--- src/design/rsc_pkg.sv ---
package rsc_pkg;

  // ------------------------------------------------------------
  // register addresses on the special-function register port
  // ------------------------------------------------------------
  localparam logic [7:0] SUPPLY_MON_ADDR = 8'hff;
  localparam logic [7:0] RESET_CAUSE_ADDR = 8'hef;

  // ------------------------------------------------------------
  // supply monitor control fields
  // ------------------------------------------------------------
  localparam int SM_ENABLE_BIT = 7;
  localparam int SM_RST_LVL_BIT = 6;
  localparam int SM_WARN_LVL_BIT = 5;
  localparam logic SM_ENABLE_RST = 1'b1;

  // ------------------------------------------------------------
  // reset cause register fields
  // ------------------------------------------------------------
  localparam int RC_PIN_BIT = 0;
  localparam int RC_PWR_BIT = 1;
  localparam int RC_CLK_BIT = 2;
  localparam int RC_WDT_BIT = 3;
  localparam int RC_SW_BIT = 4;
  localparam int RC_CMP_BIT = 5;
  localparam int RC_FLASH_BIT = 6;
  localparam int RC_RTC_BIT = 7;

  // ------------------------------------------------------------
  // timing
  // ------------------------------------------------------------
  localparam int SYS_CLK_HZ = 20_000_000;
  localparam int CLK_LOSS_US = 100;
  localparam int CLK_LOSS_CYC = (SYS_CLK_HZ / 1_000_000) * CLK_LOSS_US;
  localparam int WDT_DIV = 12;
  localparam int WDT_CNT_W = 16;
  localparam logic [WDT_CNT_W-1:0] WDT_LIMIT = 16'hffff;
  localparam int RST_HOLD_CYC = 4;

  // reset cause vector, one bit per source; merged requests can set several
  typedef struct packed {
    logic rtc;
    logic flash;
    logic cmp;
    logic sw;
    logic wdt;
    logic clk;
    logic pwr;
    logic pin;
  } rsc_cause_s;

  // register port request
  typedef struct packed {
    logic       wr;
    logic       rd;
    logic [7:0] addr;
    logic [7:0] wdata;
  } rsc_req_s;

  typedef enum logic [1:0] {
    RSC_RUN  = 2'b00,
    RSC_HOLD = 2'b01,
    RSC_EXIT = 2'b10
  } rsc_state_e;

endpackage

--- src/design/rsc_reset_source_controller.sv ---
module rsc_reset_source_controller (
  input  wire logic              sys_clk_i,
  input  wire logic              rst_n_i,
  input  wire rsc_pkg::rsc_req_s reg_req_i,
  output logic [7:0]             reg_rdata_o,
  input  wire logic              pin_reset_n_i,
  input  wire logic              clk_heartbeat_i,
  input  wire logic              supply_above_reset_level_i,
  input  wire logic              supply_above_warning_level_i,
  input  wire logic              comparator_out_i,
  input  wire logic              comparator_wakeup_en_i,
  input  wire logic              low_power_i,
  input  wire logic              wdt_service_i,
  input  wire logic              wdt_disable_i,
  input  wire logic              flash_illegal_wr_i,
  input  wire logic              flash_illegal_fetch_i,
  input  wire logic              flash_secure_block_i,
  input  wire logic              flash_wr_erase_i,
  input  wire logic              rtc_osc_fail_i,
  input  wire logic              rtc_alarm_match_i,
  output logic                   sys_reset_o,
  output logic                   pin_drive_o,
  output logic                   pin_oe_n_o,
  output logic                   wdt_tick_o
);

  // ------------------------------------------------------------
  // state
  // ------------------------------------------------------------
  typedef struct packed {
    rsc_pkg::rsc_state_e         st;
    logic [2:0]                  hold;
    rsc_pkg::rsc_cause_s         pend;
    rsc_pkg::rsc_cause_s         cause;
    logic                        mon_en;
    logic                        mon_sel;
    logic                        clk_en;
    logic                        cmp_sel;
    logic                        rtc_sel;
    logic                        wdt_en;
    logic [3:0]                  div;
    logic [rsc_pkg::WDT_CNT_W-1:0] wdt_cnt;
    logic [11:0]                 loss_cnt;
    logic                        hb_last;
    logic [7:0]                  rdata;
    logic                        drive;
    logic [1:0]                  pin_mask;
  } rsc_state_s;

  rsc_state_s s_q;
  rsc_state_s s_d;

  // ------------------------------------------------------------
  // async levels: pin, heartbeat, supply, warn, comparator, rtc
  // ------------------------------------------------------------
  logic [6:0] raw_async;
  logic [6:0] syn;
  logic       pin_req;
  logic       hb;
  logic       sup_ok;
  logic       warn_ok;
  logic       cmp_low;
  logic       rtc_fail;
  logic       rtc_alarm;

  assign raw_async = {~pin_reset_n_i, clk_heartbeat_i,
                      supply_above_reset_level_i,
                      supply_above_warning_level_i, comparator_out_i,
                      rtc_osc_fail_i, rtc_alarm_match_i};

  // ------------------------------------------------------------
  // synchronise the seven asynchronous levels listed above
  // ------------------------------------------------------------
  rsc_sync #(
    .W (7)
  ) u_sync (
    .sys_clk_i (sys_clk_i),
    .rst_n_i   (rst_n_i),
    .async_i   (raw_async),
    .sync_o    (syn)
  );

  assign {pin_req, hb, sup_ok, warn_ok, cmp_low, rtc_fail, rtc_alarm} =
    {syn[6:3], ~syn[2], syn[1:0]};

  // ------------------------------------------------------------
  // supply register read image
  // ------------------------------------------------------------
  function automatic logic [7:0] sm_image(input logic en, input logic ok,
                                          input logic wok);
    logic [7:0] v;
    v = 8'h00;
    v[rsc_pkg::SM_ENABLE_BIT] = en;
    v[rsc_pkg::SM_RST_LVL_BIT] = ok;
    v[rsc_pkg::SM_WARN_LVL_BIT] = wok;
    return v;
  endfunction

  // ------------------------------------------------------------
  // reset cause register read image
  // ------------------------------------------------------------
  // bit 1 shows the monitor selection or a power cause
  function automatic logic [7:0] rc_image(input rsc_pkg::rsc_cause_s c,
                                          input logic sel);
    logic [7:0] v;
    v = 8'h00;
    v[rsc_pkg::RC_PIN_BIT] = c.pin;
    v[rsc_pkg::RC_PWR_BIT] = c.pwr | sel;
    v[rsc_pkg::RC_CLK_BIT] = c.clk;
    v[rsc_pkg::RC_WDT_BIT] = c.wdt;
    v[rsc_pkg::RC_SW_BIT] = c.sw;
    v[rsc_pkg::RC_CMP_BIT] = c.cmp;
    v[rsc_pkg::RC_FLASH_BIT] = c.flash;
    v[rsc_pkg::RC_RTC_BIT] = c.rtc;
    return v;
  endfunction

  // ------------------------------------------------------------
  // next state
  // ------------------------------------------------------------
  rsc_pkg::rsc_cause_s req;
  logic                wr_sm;
  logic                wr_rc;
  logic                lp;

  always_comb begin
    s_d = s_q;
    lp = low_power_i;
    wr_sm = reg_req_i.wr && reg_req_i.addr == rsc_pkg::SUPPLY_MON_ADDR;
    wr_rc = reg_req_i.wr && reg_req_i.addr == rsc_pkg::RESET_CAUSE_ADDR;
    req = '0;

    // ----------------------------------------------------------
    // divider and watchdog at system clock / 12
    // ----------------------------------------------------------
    s_d.div = (s_q.div == 4'(rsc_pkg::WDT_DIV - 1)) ? 4'h0
                                                     : s_q.div + 4'h1;
    if (s_q.st == rsc_pkg::RSC_RUN && s_q.wdt_en && !lp) begin
      if (wdt_service_i)
        s_d.wdt_cnt = '0;
      else if (s_q.div == 4'h0 && s_q.wdt_cnt != rsc_pkg::WDT_LIMIT)
        s_d.wdt_cnt = s_q.wdt_cnt + 1'b1;
    end
    if (wdt_disable_i)
      s_d.wdt_en = 1'b0;

    // ----------------------------------------------------------
    // clock loss detector counts cycles without heartbeat edge
    // ----------------------------------------------------------
    s_d.hb_last = hb;
    if (hb != s_q.hb_last || !s_q.clk_en || lp)
      s_d.loss_cnt = '0;
    else if (s_q.loss_cnt != 12'(rsc_pkg::CLK_LOSS_CYC))
      s_d.loss_cnt = s_q.loss_cnt + 12'h001;

    // ----------------------------------------------------------
    // request sources
    // ----------------------------------------------------------
    // own pin pull echoes back through the synchroniser, so the
    // pin request is masked while driving and two cycles after
    s_d.pin_mask = {s_q.pin_mask[0], s_q.drive};
    req.pin = pin_req && !s_q.drive &&
              s_q.pin_mask == 2'b00;
    req.pwr = s_q.mon_en && s_q.mon_sel && !sup_ok && !lp;
    req.clk = s_q.loss_cnt == 12'(rsc_pkg::CLK_LOSS_CYC);
    req.wdt = s_q.wdt_en && !lp &&
              s_q.wdt_cnt == rsc_pkg::WDT_LIMIT;
    req.sw = wr_rc && reg_req_i.wdata[rsc_pkg::RC_SW_BIT];
    req.cmp = s_q.cmp_sel && cmp_low &&
              (!lp || comparator_wakeup_en_i);
    req.flash = flash_illegal_wr_i || flash_illegal_fetch_i ||
                flash_secure_block_i ||
                (flash_wr_erase_i && !s_q.mon_en);
    req.rtc = s_q.rtc_sel && (rtc_fail || rtc_alarm);

    // ----------------------------------------------------------
    // register writes while running
    // ----------------------------------------------------------
    if (s_q.st == rsc_pkg::RSC_RUN) begin
      if (wr_sm)
        s_d.mon_en = reg_req_i.wdata[rsc_pkg::SM_ENABLE_BIT];
      if (wr_rc) begin
        s_d.mon_sel = reg_req_i.wdata[rsc_pkg::RC_PWR_BIT];
        s_d.clk_en = reg_req_i.wdata[rsc_pkg::RC_CLK_BIT];
        s_d.cmp_sel = reg_req_i.wdata[rsc_pkg::RC_CMP_BIT];
        s_d.rtc_sel = reg_req_i.wdata[rsc_pkg::RC_RTC_BIT];
      end
    end

    // ----------------------------------------------------------
    // merged reset sequence
    // ----------------------------------------------------------
    unique case (s_q.st)
      rsc_pkg::RSC_RUN: begin
        if (req != '0) begin
          s_d.st = rsc_pkg::RSC_HOLD;
          s_d.pend = req;
          s_d.hold = 3'(rsc_pkg::RST_HOLD_CYC);
        end
      end
      rsc_pkg::RSC_HOLD: begin
        s_d.pend = s_q.pend | req;
        s_d.loss_cnt = '0;
        if (req != '0)
          s_d.hold = 3'(rsc_pkg::RST_HOLD_CYC);
        else if (s_q.hold != 3'h0)
          s_d.hold = s_q.hold - 3'h1;
        else
          s_d.st = rsc_pkg::RSC_EXIT;
      end
      rsc_pkg::RSC_EXIT: begin
        s_d.st = rsc_pkg::RSC_RUN;
        s_d.cause = s_q.pend;
        s_d.pend = '0;
        s_d.wdt_en = 1'b1;
        s_d.wdt_cnt = '0;
        // divider runs on so ticks stay evenly spaced
        if (s_q.pend.pwr) begin
          s_d.mon_en = 1'b1;
          s_d.mon_sel = 1'b1;
          s_d.cause = '0;
          s_d.cause.pwr = 1'b1;
        end
      end
      default: s_d.st = rsc_pkg::RSC_RUN;
    endcase

    // ----------------------------------------------------------
    // power reset drives the pin; internal sources never do
    // ----------------------------------------------------------
    s_d.drive = s_d.st != rsc_pkg::RSC_RUN && s_d.pend.pwr;

    // ----------------------------------------------------------
    // registered read data
    // ----------------------------------------------------------
    s_d.rdata = 8'h00;
    if (reg_req_i.rd) begin
      case (reg_req_i.addr)
        rsc_pkg::SUPPLY_MON_ADDR:
          s_d.rdata = sm_image(s_q.mon_en, sup_ok, warn_ok);
        rsc_pkg::RESET_CAUSE_ADDR:
          s_d.rdata = rc_image(s_q.cause, s_q.mon_sel);
        default: s_d.rdata = 8'h00;          // unmapped reads give zero
      endcase
    end
  end

  // ------------------------------------------------------------
  // registers
  // ------------------------------------------------------------
  always_ff @(posedge sys_clk_i or negedge rst_n_i) begin
    if (!rst_n_i) begin
      s_q <= '0;
      s_q.st <= rsc_pkg::RSC_HOLD;
      s_q.pend.pwr <= 1'b1;
      s_q.mon_en <= rsc_pkg::SM_ENABLE_RST;
      s_q.mon_sel <= 1'b1;
      s_q.wdt_en <= 1'b1;
      s_q.drive <= 1'b1;
      s_q.pin_mask <= 2'b11;
    end else begin
      s_q <= s_d;
    end
  end

  // ------------------------------------------------------------
  // outputs
  // ------------------------------------------------------------
  assign reg_rdata_o = s_q.rdata;
  assign sys_reset_o = s_q.st != rsc_pkg::RSC_RUN;
  assign pin_drive_o = 1'b0;
  assign pin_oe_n_o = ~s_q.drive;              // low while pulling pin
  assign wdt_tick_o = s_q.div == 4'h0;

endmodule

--- src/design/rsc_sync.sv ---
// two-stage synchroniser for a vector of asynchronous levels
module rsc_sync #(
  parameter int W = 1
) (
  input  wire logic         sys_clk_i,
  input  wire logic         rst_n_i,
  input  wire logic [W-1:0] async_i,
  output logic      [W-1:0] sync_o
);

  logic [W-1:0] meta_q;
  logic [W-1:0] sync_q;

  // first stage feeds only the second
  always_ff @(posedge sys_clk_i or negedge rst_n_i) begin
    if (!rst_n_i) begin
      meta_q <= '0;
      sync_q <= '0;
    end else begin
      meta_q <= async_i;
      sync_q <= meta_q;
    end
  end

  assign sync_o = sync_q;

endmodule

--- config.mk ---
export PLATFORM = sky130hd
export DESIGN_NAME = rsc_reset_source_controller
export DESIGN_NICKNAME = d
export VERILOG_FILES = /design/src/design/rsc_pkg.sv /design/src/design/rsc_reset_source_controller.sv /design/src/design/rsc_sync.sv
export SDC_FILE = /design/constraint.sdc
export NUM_CORES = 1
export LEC_CHECK = 0
export CAP_MARGIN = 30
export CELL_PAD_IN_SITES_DETAIL_PLACEMENT = 0
export CELL_PAD_IN_SITES_GLOBAL_PLACEMENT = 1
export CORE_ASPECT_RATIO = 1.25
export CORE_MARGIN = 4
export CORE_UTILIZATION = 35
export DETAILED_ROUTE_END_ITERATION = 7
export DONT_BUFFER_PORTS = 1
export HOLD_SLACK_MARGIN = 0.03
export PLACE_DENSITY_LB_ADDON = 0.1
export SYNTH_ARGS = -nofsm -noshare
export SYNTH_HDL_FRONTEND = slang
export SYNTH_HIERARCHICAL = 1
export SYNTH_SLANG_ARGS = --single-unit
--- constraint.sdc ---
create_clock -name sys_clk_i -period 1.91 [get_ports sys_clk_i]
set_clock_uncertainty 0.15 [all_clocks]
set_input_delay 0.2865 -clock sys_clk_i [delete_from_list [all_inputs] [get_ports sys_clk_i]]
set_output_delay 0.2865 -clock sys_clk_i [all_outputs]
set_load 0.02 [all_outputs]
==> metrics.csv, run 1 <==
stage,metric,value,unit
routing,routed wire length,8580,um
routing,DRC viols,0,
timing,Final period util,1.04,
global_route,antenna violations before repair,0,
clock_network,Root Driver,clkbuf_16,
final_layout,design area,0.00506,sq mm
timing,Final min period,1.98,ns
clock_network,CTS tree,done,
timing,Max Fclk,505,MHz
placed_design,global placement routability congestion,0.735,
logic_synthesis,"Seq/Total Area, Yosys",0.546,
final_layout,Layout Nets,467,
timing,hold_ws,-0.507,ns
routing,total vias in the final route,2808,
logic_synthesis,Synth area leaders,"dfrtp_1 (49%), dfstp_2 (5.4%), nand2_1 (4.4%)",
logic_synthesis,top_reg_cell synth,dfrtp_1,
critical_path,worst path arrival time,2.04,ns
placed_design,pre-CTS WS,-0.153,ns
placed_design,PortBufs,0,
final_layout,Filler cells,1036,
critical_path,critical path startpoint category,register,
clock_network,htree depth,3,
placed_design,HPWL after detailed placement,5800,um
worst_hold_path,hold crit path type,input pin to asynchronous set/reset pin,
logic_synthesis,syn nets,405,
logic_synthesis,area share of the largest cell type after synthesis,0.492,
floorplanning,row count,42,
logic_synthesis,cell area after synthesis,0.00392,sq mm
floorplanning,Die Wd,103,um
final_layout,area grow syn2layout,29.3,%
final_layout,Reg area,0.00214,sq mm
logic_synthesis,ys async rst share,1.00,
floorplanning,initial core utilization,0.363,
global_route,GRT Residual Overflow,0,
logic_synthesis,Synth area leader,dfrtp_1,
logic_synthesis,Syn Inst Count,363,
placed_design,placed cell areas,0.00428,sq mm
clock_network,Worst-Skew Late Latency,0.33,ns
routing,antenna-violating nets left,0,
critical_path,delay of the slowest critical-path stage,0.54,ns
timing,Setup Viol. Count Final,10,
clock_network,register clock-pin slew on the reported worst setup and hold paths,0.07,ns
final_layout,Final Non-Filler Cells,562,
global_route,GR Util All Layers,0.140,
final_layout,"commonest cells after routing, fill and taps aside","dfrtp_1 (77), buf_4 (50), nand2_1 (46), nor2_1 (31)",
routing,Starting DRT DRC Count,143,
routing,Via density,5.00,
logic_synthesis,Post-synth EDFFs,0,
logic_synthesis,YS warnings,6,
outcome,failing checks,"hold timing, setup timing",
critical_path,CP top delay family,simple AND/OR/NAND/NOR gates,
clock_network,hold_buf cts,16,
power_and_ir_drop,LEAKAGE,2.27,nW
routing,DRT Pass-1 Iters,4,
floorplanning,CORE AREA,0.0108,sq mm
floorplanning,IO Pins,47,
timing,RSZ-0062 raised after global routing,true,
critical_path,"Max stage delay cell, worst path",or4bb_4,
timing,total negative setup slack,-0.357,ns
job,max_cap viols,0,
logic_synthesis,syn_area_per_cell,10.8,sq um
routing,DR WL/cell,15.3,um
timing,post-route setup slack,-0.0699,ns
critical_path,Crit Path Max Fanout,6,
global_route,vias in the first global route,2818,
global_route,pin count of the biggest net entering global routing,86,
outcome,outcome,"finished, violations left",
timing,Final Hold Viols,85,
final_layout,ANT cells,0,
placed_design,DP Cell Count,520,
floorplanning,DIE AREA,0.0130,sq mm
logic_synthesis,synthesis-stage register bit count,85,
critical_path,critical-path cell list,"or4bb_4, o2111ai_2, and4bb_4, a31oi_2, o21ai_1",
clock_network,Max Root-Sink Buffers,2,
clock_network,TritonCTS Buffers,9,
timing,Final Slew Violations,0,
critical_path,crit end category,register,
logic_synthesis,Netlist cell types,55,
floorplanning,Die Y,126,um
critical_path,critical path type,register to register,
final_layout,multi-input gate area in the final layout,0.00178,sq mm
power_and_ir_drop,VDD IR max,0.476,mV
critical_path,Crit path required time,1.97,ns
clock_network,CTS Sinks,85,
global_route,first-pass GRT wire length,14200,um
final_layout,"commonest non-fill, non-tap cell in the layout",dfrtp_1,
power_and_ir_drop,Pwr Density,796,mW/mm^2
critical_path,CP bufs+invs,0,
final_layout,share of cells above drive strength 1,0.267,
## registers in the layout, summed over array words and instances (netlist names)
register       flops
s_q               61
u_sync/meta_q      7
s_d                2
reg_rdata_o        8
u_sync/sync_o      7
## area by class of cell
class | instances | share of cell area
clock buffer | 9 | 0.0445
multi-input combinational | 243 | 0.351
clock inverter | 7 | 0.0242
timing repair buffer | 69 | 0.113
sequential | 85 | 0.422
tap | 132 | 0.0326
inverter | 17 | 0.0126
## routing by layer
metal  vias to the layer above  global-route usage  routed length, um
li1                       1391                   -                  -
met1                      1367               0.200               4130
met2                        42               0.208               4060
met3                         8              0.0354                281
met4                         0              0.0440                106
met5                         -                   0                  0
## where the power goes
part | internal [mW] | total, mW | switching (mW)
clock | 1.29 | 2.03 | 0.747
sequential | 1.85 | 1.87 | 0.0281
combinational | 0.0702 | 0.124 | 0.0541
total | 3.20 | 4.03 | 0.829
## worst reg2reg max path, delay by kind of cell, from the launching register on
family	cells	cell delay, ns
flip-flops	1	0.53
AND/OR/NAND/NOR	2	0.83
AO/OA/AOI/OAI	3	0.36
## final timing paths
kind | startpoint | endpoint | slack [ns] | depth (start not counted)
worst min register to register | u_sync/meta_q[4] | u_sync/sync_o[4] | 0.20 | 0
max in group asynchronous | rst_n_i | s_q[1] | 1.90 | 0
worst min-delay path | rst_n_i | s_q[29] | -0.51 | 0
worst max-delay path | s_q[48] | s_q[62] | -0.07 | 5
min in group sys_clk_i | low_power_i | s_d[0] | 0.09 | 3
worst max register to register | s_q[48] | s_q[62] | -0.07 | 5
## through the flow
stage	total power, mW	utilization
2_1_floorplan	1.97	-
3_3_place_gp	1.99	0.397
3_5_place_dp	1.99	0.397
4_1_cts	4.08	0.452
5_1_grt	4.20	0.470
6_report	4.03	0.470
## cells by family after synthesis
kind of cell | share of synthesized area
XOR/XNOR | 0.0492
AND/OR/NAND/NOR | 0.238
buffers and inverters | 0.0521
other | 0.000958
multiplexers | 0.0189
adder cells (fa/ha/maj) | 0.0224
AO/OA/AOI/OAI | 0.0729
flip-flops | 0.546
## cell usage after synthesis, types with 8 or more instances
cell and instances:
buf_4 9, inv_1 17, xnor2_1 16, nand4_1 9
nand2_1 46, nand3_1 12, dfrtp_1 77, nor2_1 32
dfstp_2 8, nand3b_1 9, nand2b_1 9, and3_1 10
o21ai_0 8
## timing repair
item / 4_1_cts / 5_1_grt
gates resized for setup: 16 / 22
setup buffers: 1 / 9
endpoints found under the setup margin: 21 / 30
cloned: 0 / 1
endpoints found under the hold margin: 105 / 85
pin swaps: 9 / 8
Power figures use the tool's default switching activity.
==> run 2, diff against run 1 <==
ABC_AREA = 1   (was default)
==> metrics.csv, run 2 <==
stage,metric,value,unit,change
outcome,outcome,"finished, violations left",,
outcome,failing checks,hold timing,,
timing,Final Slew Violations,0,,unchanged
critical_path,critical path type,register to register,,
floorplanning,Die Wd,105,um,+2.0%
timing,hold_ws,-0.512,ns,-0.00544 ns
routing,total vias in the final route,3193,,+14%
placed_design,HPWL after detailed placement,6490,um,+12%
clock_network,Root Driver,clkbuf_16,,
critical_path,Worst R2R Path Depth,12,,+7
critical_path,delay of the slowest critical-path stage,0.42,ns,-0.12 ns
job,max_cap viols,0,,unchanged
routing,antenna-violating nets left,0,,unchanged
final_layout,Top reg by flops,s_q,,
clock_network,htree depth,3,,unchanged
timing,Setup Viol. Count Final,0,,-10
clock_network,Max Root-Sink Buffers,2,,unchanged
critical_path,critical-path cell list,"nand2_1, inv_1, nand2_2, nor2_4, nand2_1, nand2_1, nand3_2, nand2_4, inv_1, buf_4, nand3_1, nand2_1",,
routing,DRC viols,0,,unchanged
timing,Final min period,1.78,ns,-0.200 ns
power_and_ir_drop,Internal Power,3.04,mW,-5.0%
timing,Final Hold Viols,85,,unchanged
routing,Via density,4.74,,-5.2%
power_and_ir_drop,sw power,911,uW,+9.9%
critical_path,crit end category,register,,
placed_design,PortBufs,0,,unchanged
timing,Max Fclk,562,MHz,+11%
critical_path,critical path startpoint category,register,,
critical_path,Most common cell on crit path,nand2_1,,
critical_path,R2R Path Start,s_q[30],,
logic_synthesis,"Seq/Total Area, Yosys",0.523,,-0.0224
routing,routed wire length,8970,um,+4.6%
timing,Slew headroom,0.651,,
critical_path,worst path arrival time,1.86,ns,-0.18 ns
final_layout,Layout Nets,576,,+23%
routing,Starting DRT DRC Count,112,,-22%
floorplanning,initial core utilization,0.363,,about the same
power_and_ir_drop,switching part of the total power,0.231,,+0.0249
critical_path,critical path launch point,s_q[30],,
clock_network,TritonCTS Buffers,9,,unchanged
routing,DR WL/cell,13.3,um,-13%
final_layout,"commonest cells after routing, fill and taps aside","nand2_1 (110), dfrtp_1 (77), inv_1 (68), nor2_1 (52), buf_4 (38)",,
logic_synthesis,cell area after synthesis,0.00408,sq mm,+4.3%
clock_network,register clock-pin slew on the reported worst setup and hold paths,0.07,ns,about the same
clock_network,Worst-Skew Late Latency,0.34,ns,about the same
logic_synthesis,top_reg_cell synth,dfrtp_1,,
routing,highest routed metal layer,met4,,
critical_path,register-to-register setup slack,0.13,ns,+0.20 ns
floorplanning,IO Pins,47,,unchanged
global_route,first-pass GRT wire length,15900,um,+12%
logic_synthesis,syn_area_per_cell,8.37,sq um,-22%
critical_path,CP bufs+invs,3,,+3
global_route,pin count of the biggest net entering global routing,86,,unchanged
floorplanning,row count,43,,+2.4%
power_and_ir_drop,Reg power frac,0.492,,+0.027
global_route,antenna violations before repair,0,,unchanged
logic_synthesis,Synth area leaders,"dfrtp_1 (47%), nand2_1 (10%), inv_1 (6.3%)",,
final_layout,share of cells above drive strength 1,0.163,,-0.104
logic_synthesis,Syn Inst Count,488,,+34%
logic_synthesis,"count leader, synth",nand2_1,,
logic_synthesis,Synth area leader,dfrtp_1,,
floorplanning,Die Y,129,um,+2.0%
global_route,vias in the first global route,3441,,+22%
logic_synthesis,Netlist cell types,38,,-31%
logic_synthesis,area share of the largest cell type after synthesis,0.472,,-0.0202
final_layout,max FFs per register,61,,unchanged
logic_synthesis,ys async rst share,1.00,,unchanged
critical_path,reg2reg end,s_q[36],,
timing,worst-margin pin slew,0.522,ns,
logic_synthesis,YS warnings,6,,unchanged
floorplanning,DIE AREA,0.0135,sq mm,+4.0%
power_and_ir_drop,power share of the clock group,0.464,,-0.041
floorplanning,CORE AREA,0.0112,sq mm,+4.4%
critical_path,Crit Path Max Fanout,9,,+3
worst_hold_path,hold crit path type,input pin to asynchronous set/reset pin,,
logic_synthesis,syn nets,530,,+31%
routing,M1 WL,3980,um,-3.7%
critical_path,Crit path required time,1.99,ns,+0.02 ns
routing,routed wl met3,296,um,+5.3%
global_route,GR Util All Layers,0.145,,+0.00519
clock_network,hold_buf cts,14,,-2
logic_synthesis,Synth top cells by count,"nand2_1 (110), dfrtp_1 (77), inv_1 (68), nor2_1 (56), nand3_1 (38)",,
timing,post-route setup slack,0.130,ns,+0.200 ns
placed_design,DP Cell Count,633,,+22%
final_layout,Final Non-Filler Cells,674,,+20%
power_and_ir_drop,VDD IR max,0.433,mV,-8.9%
critical_path,CP top delay family,simple AND/OR/NAND/NOR gates,,
final_layout,Filler cells,1136,,+9.7%
power_and_ir_drop,Logic pwr share,0.044,,+0.013
timing,Final period util,0.932,,-0.105
routing,WL met2,4540,um,+12%
final_layout,area grow syn2layout,21.0,%,
power_and_ir_drop,Pwr Density,800,mW/mm^2,+0.50%
logic_synthesis,synthesis-stage register bit count,85,,unchanged
placed_design,global placement routability congestion,0.761,,+3.6%
final_layout,"commonest non-fill, non-tap cell in the layout",nand2_1,,
routing,DRT Pass-1 Iters,4,,unchanged
critical_path,"Max stage delay cell, worst path",dfrtp_1,,
placed_design,pre-CTS WS,0.000154,ns,+0.153 ns
power_and_ir_drop,LEAKAGE,2.40,nW,+5.4%
clock_network,CTS tree,done,,
final_layout,ANT cells,0,,unchanged
logic_synthesis,Post-synth EDFFs,0,,unchanged
clock_network,CTS Sinks,85,,unchanged
global_route,GRT Residual Overflow,0,,unchanged
run 2: cell families after synthesis:
kind of cell,after synthesis,share of synthesized area
other cells,1,0.000919
xor+xnor,12,0.0257
simple gates,243,0.259
buf+inv,87,0.0950
flops,85,0.523
compound gates,52,0.0720
fa+ha+maj,7,0.0215
mux,1,0.00276
run 2: metal layers:
layer  up-vias  track usage
met3        11       0.0236
met5         -            0
li1       1630            -
met4         0       0.0533
met1      1506        0.175
met2        46        0.263
run 2: worst max path at each step:
stage | to | slack [ns] | cells after the start
2_1_floorplan | s_q[36] | 0.14 | 11
3_3_place_gp | s_q[36] | 0.009 | 11
3_5_place_dp | s_q[36] | 0.0002 | 11
4_1_cts | s_q[36] | 0.02 | 11
5_1_grt | s_q[65] | -0.02 | 11
6_report | s_q[36] | 0.13 | 12
run 2: what timing repair did:
item,CTS,global route
pin swaps,0,5
endpoints found under the hold margin,113,85
setup endpoints to repair,1,25
gates resized for setup,1,14
setup buffers,0,11
run 2: power groups by stage:
stage / clock network [mW] / logic [mW] / registers, mW
after floorplan: 0 / 0.117 / 1.95
after detailed placement: 0 / 0.144 / 1.98
final: 1.83 / 0.176 / 1.94
after global routing: 1.96 / 0.211 / 1.96
after CTS: 1.90 / 0.173 / 1.95
after global placement: 0 / 0.142 / 1.98
run 2: cell type report:
type	count	area, sq um	area share
Sequential cell	85	2140	0.433
Inverter	70	263	0.0532
Clock inverter	6	77.6	0.0157
Multi-Input combinational cell	316	1630	0.330
Tap cell	135	169	0.0342
Timing Repair Buffer	52	425	0.0861
Clock buffer	10	239	0.0484
run 2: metrics by stage:
step	util	TNS, ns	instance area (sq um)	hold WS [ns]	total power, mW
floorplan	-	0	4080	-0.159	2.07
global placement	0.385	0	4330	-0.156	2.12
detailed placement	0.385	0	4330	-0.155	2.12
CTS	0.426	0	4790	-0.521	4.02
global route	0.439	-0.0356	4940	-0.525	4.13
finish	0.439	0	4940	-0.512	3.95
